### src/fpx_cfg.svh
// Constants for the floating-point exception status and trap opcode capture block.
// Assumes inclusion by the package and the design modules; it holds definitions only.
// ==========================================================================
// Notes on behaviour
// - Trap-cause bits change only on a taken trap or a software move.
// - Trap needs one unmasked cause; all causes recorded.
// - A taken trap clears causes not present.
// - Sticky bits hold until a software move clears them.
// - Sticky bit sets only for a masked detected exception or a software move.
// - Masked exceptions still stick when a trap occurs.
// - Cause bits 13..8: div0, inexact, under, over, resop, invalid.
// - Divide-by-zero needs zero divisor, non-zero finite dividend.
// - Reserved operand covers reserved inputs or reserved result.
// - Sticky bits 5..0 in the same order as masks.
// - Trapping opcode loads at write-back into bits 7..0.
// - Non-trapping instructions leave the opcode unchanged.
// - Opcode capture covers every trapping instruction.
// - Status register open to user mode, no violation.
// - Masks sit in environment bits 5..0; zero enables.
// - Status register is special register 162.
`ifndef FPX_CFG_SVH
`define FPX_CFG_SVH

// ==========================================================================
// Special register numbers.
`define FPX_SPR_ENV      8'ha0
`define FPX_SPR_STAT     8'ha2
`define FPX_SPR_OPC      8'ha4

// ==========================================================================
// Field layout.
`define FPX_WORD_W       32
`define FPX_CAUSE_W      6
`define FPX_TRAP_MSB     13
`define FPX_TRAP_LSB     8
`define FPX_STICKY_MSB   5
`define FPX_STICKY_LSB   0
`define FPX_ENV_W        9
`define FPX_OPC_W        8

// Cause positions, shared by masks, sticky bits and trap-cause bits.
`define FPX_B_DIV0       5
`define FPX_B_INEXACT    4
`define FPX_B_UNDER      3
`define FPX_B_OVER       2
`define FPX_B_RESOP      1
`define FPX_B_INVALID    0

// ==========================================================================
// Reset values.
`define FPX_ENV_RST      9'h03f
`define FPX_CAUSE_RST    6'h00
`define FPX_OPC_RST      8'h00

`endif

### src/fpx_pkg.sv
// Types shared by the exception status block and its cause decoder.
// Assumes fpx_cfg.svh is on the include path.
`include "fpx_cfg.svh"

package fpx_pkg;
  // ========================================================================
  // Types.
  typedef logic [`FPX_CAUSE_W-1:0] fpx_cause_t;
  typedef logic [`FPX_WORD_W-1:0]  fpx_word_t;
  typedef logic [`FPX_ENV_W-1:0]   fpx_env_t;
  typedef enum logic [1:0] {
    FPX_SEL_NONE,
    FPX_SEL_ENV,
    FPX_SEL_STAT,
    FPX_SEL_OPC
  } fpx_sel_e;
endpackage

### src/fpx_cause_if.sv
// Carrier between the status block and its cause decoder.
// Assumes both ends share one clock, reset and clock enable.
interface fpx_cause_if (
  input logic clk,
  input logic rstn,
  input logic ce
);
  import fpx_pkg::*;

  logic       fp_valid;
  fpx_cause_t mask;
  fpx_cause_t det;
  logic       take;

  modport dec  (input clk, rstn, ce, fp_valid, mask, output det, take);
  modport core (input det, take, output fp_valid, mask);
endinterface

### src/fpx_cause_decode.sv
// Turns the floating-point unit's raw conditions into a cause vector and a trap decision.
// Assumes the condition inputs are qualified by fp_valid in the same cycle.
`include "fpx_cfg.svh"

module fpx_cause_decode (
  // Carrier towards the status block.
  fpx_cause_if.dec cif,
  // Raw conditions of the finishing operation.
  input wire logic fp_is_div,
  input wire logic fp_divisor_zero,
  input wire logic fp_dividend_nz_finite,
  input wire logic fp_inexact,
  input wire logic fp_underflow,
  input wire logic fp_overflow,
  input wire logic fp_opnd_reserved,
  input wire logic fp_result_reserved,
  input wire logic fp_invalid
);
  import fpx_pkg::*;

  fpx_cause_t det_w;
  fpx_cause_t unmasked_w;

  // ==========================================================================
  // Cause decoding.
  // A zero divided by zero is an invalid operation, not a divide-by-zero.
  assign det_w[`FPX_B_DIV0]    = cif.fp_valid & fp_is_div & fp_divisor_zero
                                 & fp_dividend_nz_finite;
  assign det_w[`FPX_B_INEXACT] = cif.fp_valid & fp_inexact;
  assign det_w[`FPX_B_UNDER]   = cif.fp_valid & fp_underflow;
  assign det_w[`FPX_B_OVER]    = cif.fp_valid & fp_overflow;
  assign det_w[`FPX_B_RESOP]   = cif.fp_valid & (fp_opnd_reserved | fp_result_reserved);
  assign det_w[`FPX_B_INVALID] = cif.fp_valid & fp_invalid;

  // A zero mask enables its trap.
  assign unmasked_w = det_w & ~cif.mask;
  assign cif.det    = det_w;
  assign cif.take   = |unmasked_w;
endmodule

### src/fpx_status_capture.sv
// Floating-point exception status register, environment masks and trap opcode capture.
// Assumes a special-register move port from the pipeline; all inputs are synchronous.
`include "fpx_cfg.svh"

module fpx_status_capture #(
  parameter int OPC_W = `FPX_OPC_W
) (
  // Clock, reset and clock enable.
  input  wire logic              CLK_SYS,
  input  wire logic              RSTN,
  input  wire logic              CE,
  // Special-register move port.
  input  wire logic              SPR_REQ,
  input  wire logic              SPR_WRITE,
  input  wire logic [7:0]        SPR_NUM,
  input  fpx_pkg::fpx_word_t     SPR_WDATA,
  output fpx_pkg::fpx_word_t     SPR_RDATA_Q,
  output logic                   SPR_ACK_Q,
  output logic                   SPR_HIT_Q,
  // Floating-point completion.
  input  wire logic              FP_VALID,
  input  wire logic              FP_IS_DIV,
  input  wire logic              FP_DIVISOR_ZERO,
  input  wire logic              FP_DIVIDEND_NZ_FINITE,
  input  wire logic              FP_INEXACT,
  input  wire logic              FP_UNDERFLOW,
  input  wire logic              FP_OVERFLOW,
  input  wire logic              FP_OPND_RESERVED,
  input  wire logic              FP_RESULT_RESERVED,
  input  wire logic              FP_INVALID,
  output logic                   FP_TRAP_Q,
  output fpx_pkg::fpx_env_t      FP_ENV_Q,
  // Write-back stage.
  input  wire logic              WB_VALID,
  input  wire logic              WB_EXEC_TRAP,
  input  wire logic [OPC_W-1:0]  WB_OPCODE
);
  import fpx_pkg::*;

  // ==========================================================================
  // Elaboration checks.
  if (OPC_W < 1 || OPC_W > `FPX_WORD_W) begin : g_bad_opc_w
    $error("OPC_W must lie between 1 and the word width.");
  end

  // ==========================================================================
  // Decoding.
  function automatic fpx_sel_e sel_of(input logic [7:0] num);
    unique case (num)
      `FPX_SPR_ENV:  sel_of = FPX_SEL_ENV;
      `FPX_SPR_STAT: sel_of = FPX_SEL_STAT;
      `FPX_SPR_OPC:  sel_of = FPX_SEL_OPC;
      default:       sel_of = FPX_SEL_NONE;
    endcase
  endfunction

  function automatic fpx_word_t pack_status(input fpx_cause_t trap, input fpx_cause_t sticky);
    pack_status = '0;
    pack_status[`FPX_TRAP_MSB:`FPX_TRAP_LSB]     = trap;
    pack_status[`FPX_STICKY_MSB:`FPX_STICKY_LSB] = sticky;
  endfunction

  fpx_env_t         env_q;
  fpx_env_t         env_d;
  fpx_cause_t       trap_flags_q;
  fpx_cause_t       trap_flags_d;
  fpx_cause_t       sticky_q;
  fpx_cause_t       sticky_d;
  logic [OPC_W-1:0] trap_opcode_field_q;
  logic [OPC_W-1:0] trap_opcode_field_d;
  fpx_word_t        rdata_d;

  fpx_sel_e  sel;
  logic      wr_env;
  logic      wr_stat;
  logic      wr_opc;
  logic      rd_req;
  logic      wb_capture;
  fpx_word_t env_word;
  fpx_word_t stat_word;
  fpx_word_t opc_word;
  fpx_cause_t sticky_set;
  fpx_cause_t sw_sticky;

  // No privilege input exists here: these registers are open to user mode.
  assign sel     = sel_of(SPR_NUM);
  assign wr_env  = SPR_REQ & SPR_WRITE & (sel == FPX_SEL_ENV);
  assign wr_stat = SPR_REQ & SPR_WRITE & (sel == FPX_SEL_STAT);
  assign wr_opc  = SPR_REQ & SPR_WRITE & (sel == FPX_SEL_OPC);
  assign rd_req  = SPR_REQ & ~SPR_WRITE;

  // ==========================================================================
  // Cause decoder.
  fpx_cause_if cif (
    .clk  (CLK_SYS),
    .rstn (RSTN),
    .ce   (CE)
  );

  assign cif.fp_valid = FP_VALID;
  assign cif.mask     = env_q[`FPX_STICKY_MSB:`FPX_STICKY_LSB];

  fpx_cause_decode u_dec (
    .cif                   (cif),
    .fp_is_div             (FP_IS_DIV),
    .fp_divisor_zero       (FP_DIVISOR_ZERO),
    .fp_dividend_nz_finite (FP_DIVIDEND_NZ_FINITE),
    .fp_inexact            (FP_INEXACT),
    .fp_underflow          (FP_UNDERFLOW),
    .fp_overflow           (FP_OVERFLOW),
    .fp_opnd_reserved      (FP_OPND_RESERVED),
    .fp_result_reserved    (FP_RESULT_RESERVED),
    .fp_invalid            (FP_INVALID)
  );

  // ==========================================================================
  // Next-state selection.
  // Only the environment's low nine bits exist; writes to the rest are dropped.
  assign env_d = wr_env ? SPR_WDATA[`FPX_ENV_W-1:0] : env_q;

  // A taken trap rewrites the whole group, so absent causes clear.
  assign trap_flags_d = wr_stat  ? SPR_WDATA[`FPX_TRAP_MSB:`FPX_TRAP_LSB]
                      : cif.take ? cif.det
                      : trap_flags_q;

  assign sticky_set = cif.det & cif.mask;
  assign sw_sticky  = wr_stat ? SPR_WDATA[`FPX_STICKY_MSB:`FPX_STICKY_LSB] : sticky_q;

  // A masked detection in the cycle of a software clear still sets its bit, so no masked event is lost.
  for (genvar i = 0; i < `FPX_CAUSE_W; i++) begin : g_sticky
    assign sticky_d[i] = sw_sticky[i] | sticky_set[i];
  end

  // Capture wins over a software write in the same cycle: the trap handler needs it.
  assign wb_capture          = WB_VALID & WB_EXEC_TRAP;
  assign trap_opcode_field_d = wb_capture ? WB_OPCODE
                             : wr_opc     ? SPR_WDATA[OPC_W-1:0]
                             : trap_opcode_field_q;

  // ==========================================================================
  // Read path.
  assign env_word  = fpx_word_t'(env_q);
  assign stat_word = pack_status(trap_flags_q, sticky_q);
  assign opc_word  = fpx_word_t'(trap_opcode_field_q);

  assign rdata_d = !rd_req               ? SPR_RDATA_Q
                 : (sel == FPX_SEL_ENV)  ? env_word
                 : (sel == FPX_SEL_STAT) ? stat_word
                 : (sel == FPX_SEL_OPC)  ? opc_word
                 : '0;

  // ==========================================================================
  // State.
  always_ff @(posedge CLK_SYS) begin
    if (!RSTN) begin
      env_q               <= `FPX_ENV_RST;
      trap_flags_q        <= `FPX_CAUSE_RST;
      sticky_q            <= `FPX_CAUSE_RST;
      trap_opcode_field_q <= OPC_W'(`FPX_OPC_RST);
      SPR_RDATA_Q         <= '0;
      SPR_ACK_Q           <= 1'b0;
      SPR_HIT_Q           <= 1'b0;
      FP_TRAP_Q           <= 1'b0;
    end else if (CE) begin
      env_q               <= env_d;
      trap_flags_q        <= trap_flags_d;
      sticky_q            <= sticky_d;
      trap_opcode_field_q <= trap_opcode_field_d;
      SPR_RDATA_Q         <= rdata_d;
      SPR_ACK_Q           <= SPR_REQ;
      SPR_HIT_Q           <= SPR_REQ & (sel != FPX_SEL_NONE);
      FP_TRAP_Q           <= cif.take;
    end
  end

  assign FP_ENV_Q = env_q;
endmodule

### config.mk
export PLATFORM = sky130hd
export DESIGN_NAME = fpx_status_capture
export DESIGN_NICKNAME = d
export VERILOG_FILES = /design/src/fpx_pkg.sv /design/src/fpx_cause_if.sv /design/src/fpx_cause_decode.sv /design/src/fpx_status_capture.sv
export VERILOG_INCLUDE_DIRS = /design/src
export SDC_FILE = /design/constraint.sdc
export NUM_CORES = 1
export LEC_CHECK = 0
export BUFFER_PORTS_ARGS = -buffer_cell sky130_fd_sc_hd__buf_4
export CELL_PAD_IN_SITES_DETAIL_PLACEMENT = 0
export CELL_PAD_IN_SITES_GLOBAL_PLACEMENT = 2
export CORE_ASPECT_RATIO = 1.1
export CORE_MARGIN = 1.5
export CORE_UTILIZATION = 26
export CTS_CLUSTER_DIAMETER = 200
export DETAILED_ROUTE_END_ITERATION = 7
export PLACE_DENSITY_LB_ADDON = 0.1
export SLEW_MARGIN = 30
export SYNTH_ARGS = -nofsm -noshare
export SYNTH_HDL_FRONTEND = slang
export SYNTH_SLANG_ARGS = --single-unit
### constraint.sdc
create_clock -name CLK_SYS -period 1.6 [get_ports CLK_SYS]
set_input_delay 0.16 -clock CLK_SYS [delete_from_list [all_inputs] [get_ports CLK_SYS]]
set_output_delay 0.16 -clock CLK_SYS [all_outputs]
set_load 0.005 [all_outputs]
==> results of run 1 <==
kinds of logic after synthesis:
| logic type | Yosys count | share of synthesized area |
|---|---|---|
| muxes | 22 | 0.0914 |
| DFF | 46 | 0.382 |
| other | 1 | 0.00156 |
| and+or+nand+nor | 108 | 0.239 |
| buffers and inverters | 42 | 0.102 |
| AOI/OAI and AO/OA | 61 | 0.184 |
worst paths after layout:
| check | startpoint | to | cells past startpoint |
|---|---|---|---|
| worst min register to register | trap_opcode_field_q[4] | trap_opcode_field_q[4] | 2 |
| worst max register to register | FP_ENV_Q[4] | trap_flags_q[0] | 5 |
| worst min-delay path | SPR_WDATA[3] | FP_ENV_Q[3] | 3 |
| worst max-delay path | FP_ENV_Q[4] | trap_flags_q[0] | 5 |
cells in the final DEF, fill, tap and decap left out, types with 3 or more instances in the layout:
cell type  synthesis  final
buf_4             18     96
dfxtp_1           46     46
nand2_1           28     28
nor2_1            26     26
mux2i_1           22     22
conb_1             1     18
nor2b_1           17     17
o21ai_0           12     12
a22oi_1           12     11
nand3_1            9      9
o211ai_1           9      9
inv_1              7      7
a21oi_1            6      6
a21boi_1           6      6
o211a_1            5      5
clkbuf_8           0      5
nand4_1            4      4
o221ai_1           4      4
nand2b_1           3      3
or2_2              3      3
nor4_1             3      3
routing by layer:
metal	GRT usage	vias to the layer above	wire, microns
li1	-	1119	-
met1	0.202	992	3250
met2	0.256	57	3490
met3	0.0285	8	317
met4	0.0437	0	126
met5	0	-	0
power by group:
group	internal (mW)	leakage, nW	switching, mW	total (mW)
Sequential	1.16	0.373	0.00968	1.17
Combinational	0.145	0.986	0.153	0.298
Clock	0.467	0.0514	0.422	0.889
Total	1.78	1.41	0.585	2.36
repair_timing:
| item | in CTS | in global routing |
|---|---|---|
| endpoints found under the setup margin | 0 | 4 |
| endpoints found under the hold margin | 0 | 0 |
| gates resized for setup | 0 | 1 |
layout make-up:
class | instances | area, sq um
clock buffers | 6 | 72.6
clock inverters | 2 | 37.5
fillers | 971 | 5670
inverters | 7 | 26.3
multi-input cells | 209 | 1310
flip-flops and latches | 46 | 921
well taps | 114 | 143
repair buffers | 97 | 741
stage by stage:
stage	TNS, ps	power [mW]	area [sq um]
finish	0	2.36	3250
global route	0	2.47	3250
CTS	0	2.40	3250
detailed placement	-14.6	1.50	3140
global placement	0	1.50	3140
floorplan	0	1.37	2470
worst max-delay path, stage by stage (launching register included):
cell	delay, ps
dfxtp_1	340
inv_1	70
a22oi_2	240
a31oi_2	140
or2_2	360
o211a_1	220
registers in the layout, indices dropped and copies added (netlist names):
signal	flops
trap_opcode_field_q	8
SPR_HIT_Q	1
sticky_q	6
trap_flags_q	6
FP_ENV_Q	9
FP_TRAP_Q	1
SPR_ACK_Q	1
SPR_RDATA_Q	14
==> flow_metrics.py, run 1 <==
metrics = {
    "clock_tree": {
        "hold_buffers": 0,
        "htreeDepth": 2,
        "tritoncts": "built",
        "clk_latency_ps": 300,
        "cts.path.max_buffers": 2,
        "cts_buffers": 5,
        "clk_pin_slew_worst_paths_ps": 90,
        "root_buffer": "clkbuf_8",
        "post_cts_buffers": 0,
        "cts_sinks": 46,
    },
    "logic_synthesis": {
        "netlist_area_sq_um": 2410,
        "ys.flop_type": "dfxtp_1",
        "yosysSeqAreaShare": 0.382,
        "yosys.area.top_type": "dfxtp_1",
        "ys_types": 39,
        "yosysMostFrequentCell": "dfxtp_1",
        "syn_area_per_cell_sq_um": 8.61,
        "postSynth.asyncResetShare": 0,
        "synth.top_cell.area_share": 0.382,
        "yosys-top-cells-count": "dfxtp_1, nand2_1, nor2_1, mux2i_1, buf_4",
        "ys_ff_latch": 46,
        "synth-edff-count": 0,
        "yosysWarnings": 0,
        "yosys-top-cells-area": "dfxtp_1, mux2i_1, buf_4",
        "synthCells": 280,
    },
    "setup_path": {
        "arrival_ps": 1660,
        "ff2ff_setup_slack_ps": 140,
        "crit_type": "reg2reg",
        "worstSetupStartpointType": "flop",
        "worst-path-max-fanout": 6,
        "required_ps": 1800,
        "endpoint_kind": "flop",
    },
    "timing": {
        "final-hold-violation-count": 0,
        "holdWs_ps": 112,
        "period_minus_slack_ps": 1460,
        "finalMaxSlewViolations": 0,
        "finalCritPeriodShare": 0.912,
        "fin_ws_ps": 141,
        "max_freq_mhz": 686,
        "finClkSkew_ps": 3.90,
        "rsz0062_at_grt": "no",
        "setup_violations": 0,
    },
    "min_path": {
        "hold_path.class": "in2reg",
    },
    "routing": {
        "drt_wl_total_mm": 7.19,
        "wl_per_cell_microns": 14.9,
        "dr.first_iter.drc_count": 59,
        "ant_nets": 0,
        "first_pass_iters": 4,
        "vias": 2176,
        "drcViolationCount": 0,
        "viasPerCell": 4.52,
    },
    "global_route": {
        "grt_max_degree": 47,
        "grt_pass1_wl_mm": 11.7,
        "antenna_found_initial": 0,
        "grt_use_total": 0.155,
        "grt_pass1_vias": 2252,
        "gr-total-overflow": 0,
    },
    "layout": {
        "n_antenna_cell": 0,
        "drive_gt1_frac": 0.319,
        "postLayoutCoreUtil": 0.365,
        "fin_cells": 481,
        "final_nets": 431,
        "area_delta_synth_final_pct": 35.0,
    },
    "placement": {
        "gp_congestion": 0.734,
        "preCtsSetupSlack_ps": -14.6,
        "post-dp-hpwl_mm": 5.57,
        "dp.cells": 473,
        "portBuffers": 72,
    },
    "floorplanning": {
        "die-height_microns": 104,
        "top_level_ports": 109,
        "start_util": 0.270,
        "die_w_microns": 94.8,
        "core_sq_um": 8920,
        "dieArea_sq_um": 9860,
        "row_count": 36,
    },
    "pwr": {
        "power.static_leakage_nw": 1.41,
        "p_per_area_nw_per_um2": 726,
        "peakVddDrop_uv": 331,
    },
    "status": {
        "status": "completed",
    },
    "flow_run": {
        "maxCapViolations": 0,
    },
}
Power figures use the tool's default switching activity.
==> run 2, diff against run 1 <==
Settings changed: CORE_MARGIN 1.5 to unset, RECOVER_POWER set to 100.
==> run 2 against run 1 <==
Non-clock buffer count is 2 higher. Cell area down 2.2%. Combinational power hardly changed. Maximum frequency is 1.5% higher. Critical path type unchanged. Largest power group unchanged. Critical endpoint is now trap_flags_q[3]. Sequential share of layout area up 0.62 points. Critical path depth unchanged.
==> flow_metrics.py, run 2 (synthesis results as in run 1) <==
metrics = {
    "timing": {
        "holdWs_ps": 117,
        "worst_pin_slew_ps": 672,
        "rsz0062_at_grt": "no",
        "finalCritPeriodShare": 0.898,
        "relSlewSlack": 0.551,
        "setup_violations": 0,
        "final-hold-violation-count": 0,
        "finalMaxSlewViolations": 0,
        "period_minus_slack_ps": 1440,
        "max_freq_mhz": 696,
        "finClkSkew_ps": 5.89,
        "fin_tns_setup_ps": 0,
        "fin_ws_ps": 163,
    },
    "routing": {
        "wl_per_cell_microns": 14.9,
        "drcViolationCount": 0,
        "dr.first_iter.drc_count": 48,
        "drt_wl_total_mm": 7.19,
        "first_pass_iters": 6,
        "vias": 2198,
        "ant_nets": 0,
        "viasPerCell": 4.55,
    },
    "floorplanning": {
        "dieArea_sq_um": 9660,
        "core_sq_um": 8920,
        "start_util": 0.270,
        "die_w_microns": 93.8,
        "top_level_ports": 109,
        "die-height_microns": 103,
        "row_count": 36,
    },
    "global_route": {
        "gr-total-overflow": 0,
        "grt_pass1_vias": 2216,
        "grt_pass1_wl_mm": 11.5,
        "antenna_found_initial": 0,
        "grt_use_total": 0.156,
        "grt_max_degree": 47,
    },
    "setup_path": {
        "worstSetupStartpointType": "flop",
        "arrival_ps": 1630,
        "endpoint_kind": "flop",
        "worst-path-max-fanout": 6,
        "crit_path_top_delay_cell": "or2_2",
        "path_cells": "inv_1 -> a22oi_2 -> a31oi_1 -> or2_2 -> o211a_1",
        "cpPeakStageDelay_ps": 360,
        "crit_type": "reg2reg",
        "required_ps": 1790,
    },
    "placement": {
        "preCtsSetupSlack_ps": -10.6,
        "portBuffers": 72,
        "gp_congestion": 0.719,
        "place_area_sq_um": 3150,
        "post-dp-hpwl_mm": 5.56,
    },
    "status": {
        "status": "completed",
    },
    "layout": {
        "n_antenna_cell": 0,
        "drive_gt1_frac": 0.276,
        "regMostFlops": "SPR_RDATA_Q",
        "fillers": 989,
        "final_common_cell": "buf_4",
        "final_cell_mix": "buf_4, dfxtp_1, nand2_1",
        "area_delta_synth_final_pct": 32.1,
        "multi_input_area_sq_um": 1290,
        "register_area_sq_um": 921,
        "largest_reg_flops": 14,
        "final_nets": 433,
        "fin_area_sq_um": 3180,
    },
    "min_path": {
        "hold_path.class": "in2reg",
    },
    "clock_tree": {
        "clk_latency_ps": 300,
        "cts_buffers": 5,
        "tritoncts": "built",
        "cts_sinks": 46,
        "post_cts_buffers": 0,
        "cts.path.max_buffers": 2,
        "clk_pin_slew_worst_paths_ps": 90,
        "htreeDepth": 2,
        "root_buffer": "clkbuf_8",
    },
    "pwr": {
        "peakVddDrop_uv": 291,
        "p_per_area_nw_per_um2": 690,
        "power.static_leakage_nw": 1.37,
    },
    "flow_run": {
        "maxCapViolations": 0,
    },
}
## run 2: changes by cell type in the layout (fill, tap and decap cells not counted), moves of 2 or more
cell / before / now
a21boi_1: 6 / 4
nor2_1: 26 / 28
clkbuf_1: 1 / 12
clkbuf_4: 0 / 22
buf_4: 96 / 64
a21boi_0: 2 / 5
nor2_2: 2 / 0
## run 2: timing repair
item	CTS	global route
resized for setup	0	1
setup endpoints to repair	0	4
hold buffers	0	0
## run 2: final timing paths
| check | from | to | slack [ps] | depth (start not counted) |
|---|---|---|---|---|
| min | SPR_WDATA[5] | FP_ENV_Q[5] | 120 | 3 |
| max | FP_ENV_Q[2] | trap_flags_q[3] | 160 | 5 |
| max reg2reg | FP_ENV_Q[2] | trap_flags_q[3] | 160 | 5 |
| min reg2reg | trap_opcode_field_q[1] | trap_opcode_field_q[1] | 490 | 2 |
## run 2: area by class of cell
class                           count  area share
Tap cell                          114      0.0448
Sequential cell                    46       0.289
Clock inverter                      2     0.00432
Clock buffer                        6      0.0228
Timing Repair Buffer               99       0.224
Inverter                            7     0.00825
Multi-Input combinational cell    209       0.407
## run 2: power by group
group / internal (mW) / leakage [nW] / switching [mW]
registers: 1.16 / 0.373 / 0.00991
clock network: 0.309 / 0.0452 / 0.413
logic: 0.147 / 0.950 / 0.152
total: 1.62 / 1.37 / 0.574
## run 2: per-stage QoR
step	cells	total power, mW	util
finish	483	2.20	0.357
global route	483	2.32	0.357
CTS	483	2.25	0.363
detailed placement	475	1.51	0.354
global placement	475	1.51	0.354
floorplan	297	1.37	-
## run 2: metal layers
metal	routed length (microns)	track usage	vias up	share of wire
li1	-	-	1125	-
met1	3320	0.193	1017	0.46
met2	3570	0.277	52	0.50
met3	259	0.0302	4	0.036
met4	40	0.0391	0	0.0056
met5	0	0	-	0
## run 2: worst max-delay path, delay by kind of cell (launching register included)
kind | cells | cell delay (ps)
AO/OA/AOI/OAI | 3 | 590
buffers and inverters | 1 | 60
AND/OR/NAND/NOR | 1 | 360
flip-flops | 1 | 340
==> run 3, diff against run 2 <==
--- a/config.mk
+++ b/config.mk
@@ -10,10 +10,8 @@
 export CELL_PAD_IN_SITES_DETAIL_PLACEMENT = 0
 export CELL_PAD_IN_SITES_GLOBAL_PLACEMENT = 2
-export CORE_ASPECT_RATIO = 1.1
 export CORE_UTILIZATION = 26
 export CTS_CLUSTER_DIAMETER = 200
 export DETAILED_ROUTE_END_ITERATION = 7
 export PLACE_DENSITY_LB_ADDON = 0.1
-export RECOVER_POWER = 100
 export SLEW_MARGIN = 30
 export SYNTH_ARGS = -nofsm -noshare
==> constraint.sdc (replaced) <==
create_clock -name CLK_SYS -period 1.6 [get_ports CLK_SYS]
set_input_delay 0.16 -clock CLK_SYS [delete_from_list [all_inputs] [get_ports CLK_SYS]]
set_output_delay 0.16 -clock CLK_SYS [all_outputs]
set_load 0.01 [all_outputs]
==> run 3 against run 2 <==
The flow now finishes with violations (design-rule violations). Non-clock buffer count is 2 higher. Routed wire length is 1.0% lower. Via count is 1.8% higher. Power is 16% higher. Die area hardly changed. Clock skew is 3.3 ps higher. Global-route usage is 0.17 points lower. Clock power is 47% higher. Sequential share of layout area is 1.1 points lower. Largest power group unchanged. Critical path depth stayed put. Sequential cell count stayed put. Largest cell class unchanged.
==> flow_metrics.py, run 3 (synthesis results as in run 1) <==
metrics = {
    "layout": {
        "multi_input_area_sq_um": 1310,
        "largest_reg_flops": 14,
        "final_common_cell": "buf_4",
        "regMostFlops": "SPR_RDATA_Q",
        "fillers": 967,
        "area_delta_synth_final_pct": 37.1,
        "drive_gt1_frac": 0.329,
        "register_area_sq_um": 921,
        "n_antenna_cell": 0,
        "fin_cells": 479,
        "final_cell_mix": "buf_4, dfxtp_1, nand2_1",
        "final_nets": 435,
    },
    "setup_path": {
        "ff2ff_setup_slack_ps": 140,
        "cpPeakStageDelay_ps": 360,
        "worst-path-buf-inv": 1,
        "cpLargestDelayFamily": "compound AO/OA/AOI/OAI gates",
        "worstSetupStartpointType": "flop",
        "crit_path_top_delay_cell": "or2_2",
        "reg2reg_from": "FP_ENV_Q[4]",
        "worst-path-max-fanout": 6,
        "crit_type": "reg2reg",
        "path_cells": "inv_1 -> a22oi_2 -> a31oi_2 -> or2_2 -> o211a_1",
        "required_ps": 1800,
        "r2r-end": "trap_flags_q[4]",
        "rr_worst_depth": 5,
        "endpoint_kind": "flop",
        "arrival_ps": 1670,
    },
    "min_path": {
        "whs_endpoint": "FP_ENV_Q[5]",
        "min_from": "SPR_WDATA[5]",
        "hold_path.class": "in2reg",
        "hold_depth": 3,
    },
    "routing": {
        "ant_nets": 0,
        "drt_wl_total_mm": 7.12,
        "drcViolationCount": 1,
        "vias": 2237,
        "first_pass_iters": 8,
        "viasPerCell": 4.67,
        "dr.first_iter.drc_count": 67,
        "wl_per_cell_microns": 14.9,
    },
    "clock_tree": {
        "htreeDepth": 2,
        "hold_buffers": 0,
        "post_cts_buffers": 0,
        "cts_buffers": 5,
        "clk_pin_slew_worst_paths_ps": 100,
        "tritoncts": "built",
        "clk_latency_ps": 300,
        "cts_sinks": 46,
        "ctsResizeCount": 0,
        "root_buffer": "clkbuf_8",
        "cts.path.max_buffers": 2,
    },
    "global_route": {
        "grt_use_total": 0.154,
        "gr-total-overflow": 0,
        "antenna_found_initial": 0,
        "grt_pass1_wl_mm": 11.5,
        "grt_max_degree": 47,
        "grt_pass1_vias": 2230,
    },
    "floorplanning": {
        "dieArea_sq_um": 9660,
        "die_w_microns": 98.3,
        "start_util": 0.272,
        "top_level_ports": 109,
        "row_count": 34,
        "die-height_microns": 98.3,
        "core_sq_um": 8850,
    },
    "placement": {
        "portBuffers": 72,
        "post-dp-hpwl_mm": 5.49,
        "gp_congestion": 0.698,
        "dp.cells": 471,
    },
    "flow_run": {
        "maxCapViolations": 0,
    },
    "pwr": {
        "peakVddDrop_uv": 329,
        "power.static_leakage_nw": 1.45,
        "p_per_area_nw_per_um2": 769,
    },
    "status": {
        "status": "finished, violations left",
        "violations": "design-rule violations",
    },
    "timing": {
        "setup_violations": 0,
        "max_freq_mhz": 683,
        "period_minus_slack_ps": 1460,
        "final-hold-violation-count": 0,
        "finalMaxSlewViolations": 0,
        "rsz0062_at_grt": "no",
        "holdWs_ps": 104,
        "finClkSkew_ps": 9.16,
        "finalCritPeriodShare": 0.916,
    },
}
## run 3: cell types whose count changed in the layout (fill, tap and decap cells not counted), moves of 2 or more
| cell | previous run | this run |
|---|---|---|
| buf_4 | 64 | 100 |
| nor2_1 | 28 | 26 |
| clkbuf_4 | 22 | 0 |
| a21boi_1 | 4 | 6 |
| bufinv_16 | 0 | 2 |
| a21boi_0 | 5 | 2 |
| nor2_2 | 0 | 2 |
| clkbuf_1 | 12 | 0 |
## run 3: worst max-delay path by stage
stage	from	to	slack (ps)	cells after the start
3_5_place_dp	SPR_NUM[6]	sticky_q[3]	-20	7
2_1_floorplan	FP_ENV_Q[4]	trap_flags_q[0]	10	6
4_1_cts	FP_ENV_Q[4]	trap_flags_q[4]	20	5
6_report	FP_ENV_Q[4]	trap_flags_q[4]	140	5
5_1_grt	FP_ENV_Q[4]	trap_flags_q[0]	70	5
3_3_place_gp	SPR_NUM[6]	sticky_q[4]	-10	7
## run 3: per-stage QoR
| step | power [mW] | utilization | instance area (sq um) | setup slack [ps] | TNS [ps] |
|---|---|---|---|---|---|
| after detailed placement | 1.51 | 0.357 | 3160 | -16.1 | -43.6 |
| after CTS | 2.57 | 0.373 | 3300 | 15.4 | 0 |
| after global placement | 1.51 | 0.357 | 3160 | -11.8 | -41.6 |
| final | 2.54 | 0.373 | 3300 | 135 | 0 |
| after floorplan | 1.38 | - | 2470 | 13.7 | 0 |
| after global routing | 2.65 | 0.373 | 3300 | 67.1 | 0 |
## run 3: area by class of cell
class | instances | share of cell area
flip-flops and latches | 46 | 0.279
inverters | 7 | 0.00795
clock buffers | 5 | 0.0208
well taps | 108 | 0.0409
repair buffers | 101 | 0.233
clock inverters | 3 | 0.0208
multi-input cells | 209 | 0.397
## run 3: power breakdown
group / total (mW) / internal, mW / switching, mW
Combinational: 0.307 / 0.147 / 0.160
Clock: 1.06 / 0.626 / 0.429
Sequential: 1.18 / 1.17 / 0.0107
## run 3: metal layers
layer  vias up  GRT usage  share of wire
li1       1128          -              -
met1      1051      0.205           0.48
met2        54      0.258           0.48
met3         4     0.0258          0.036
met4         0     0.0413         0.0080
met5         -          0              0
## run 3: worst min-delay path, stage by stage
cell and delay [ps]:
buf_4 100, mux2i_1 60, nand2_1 50
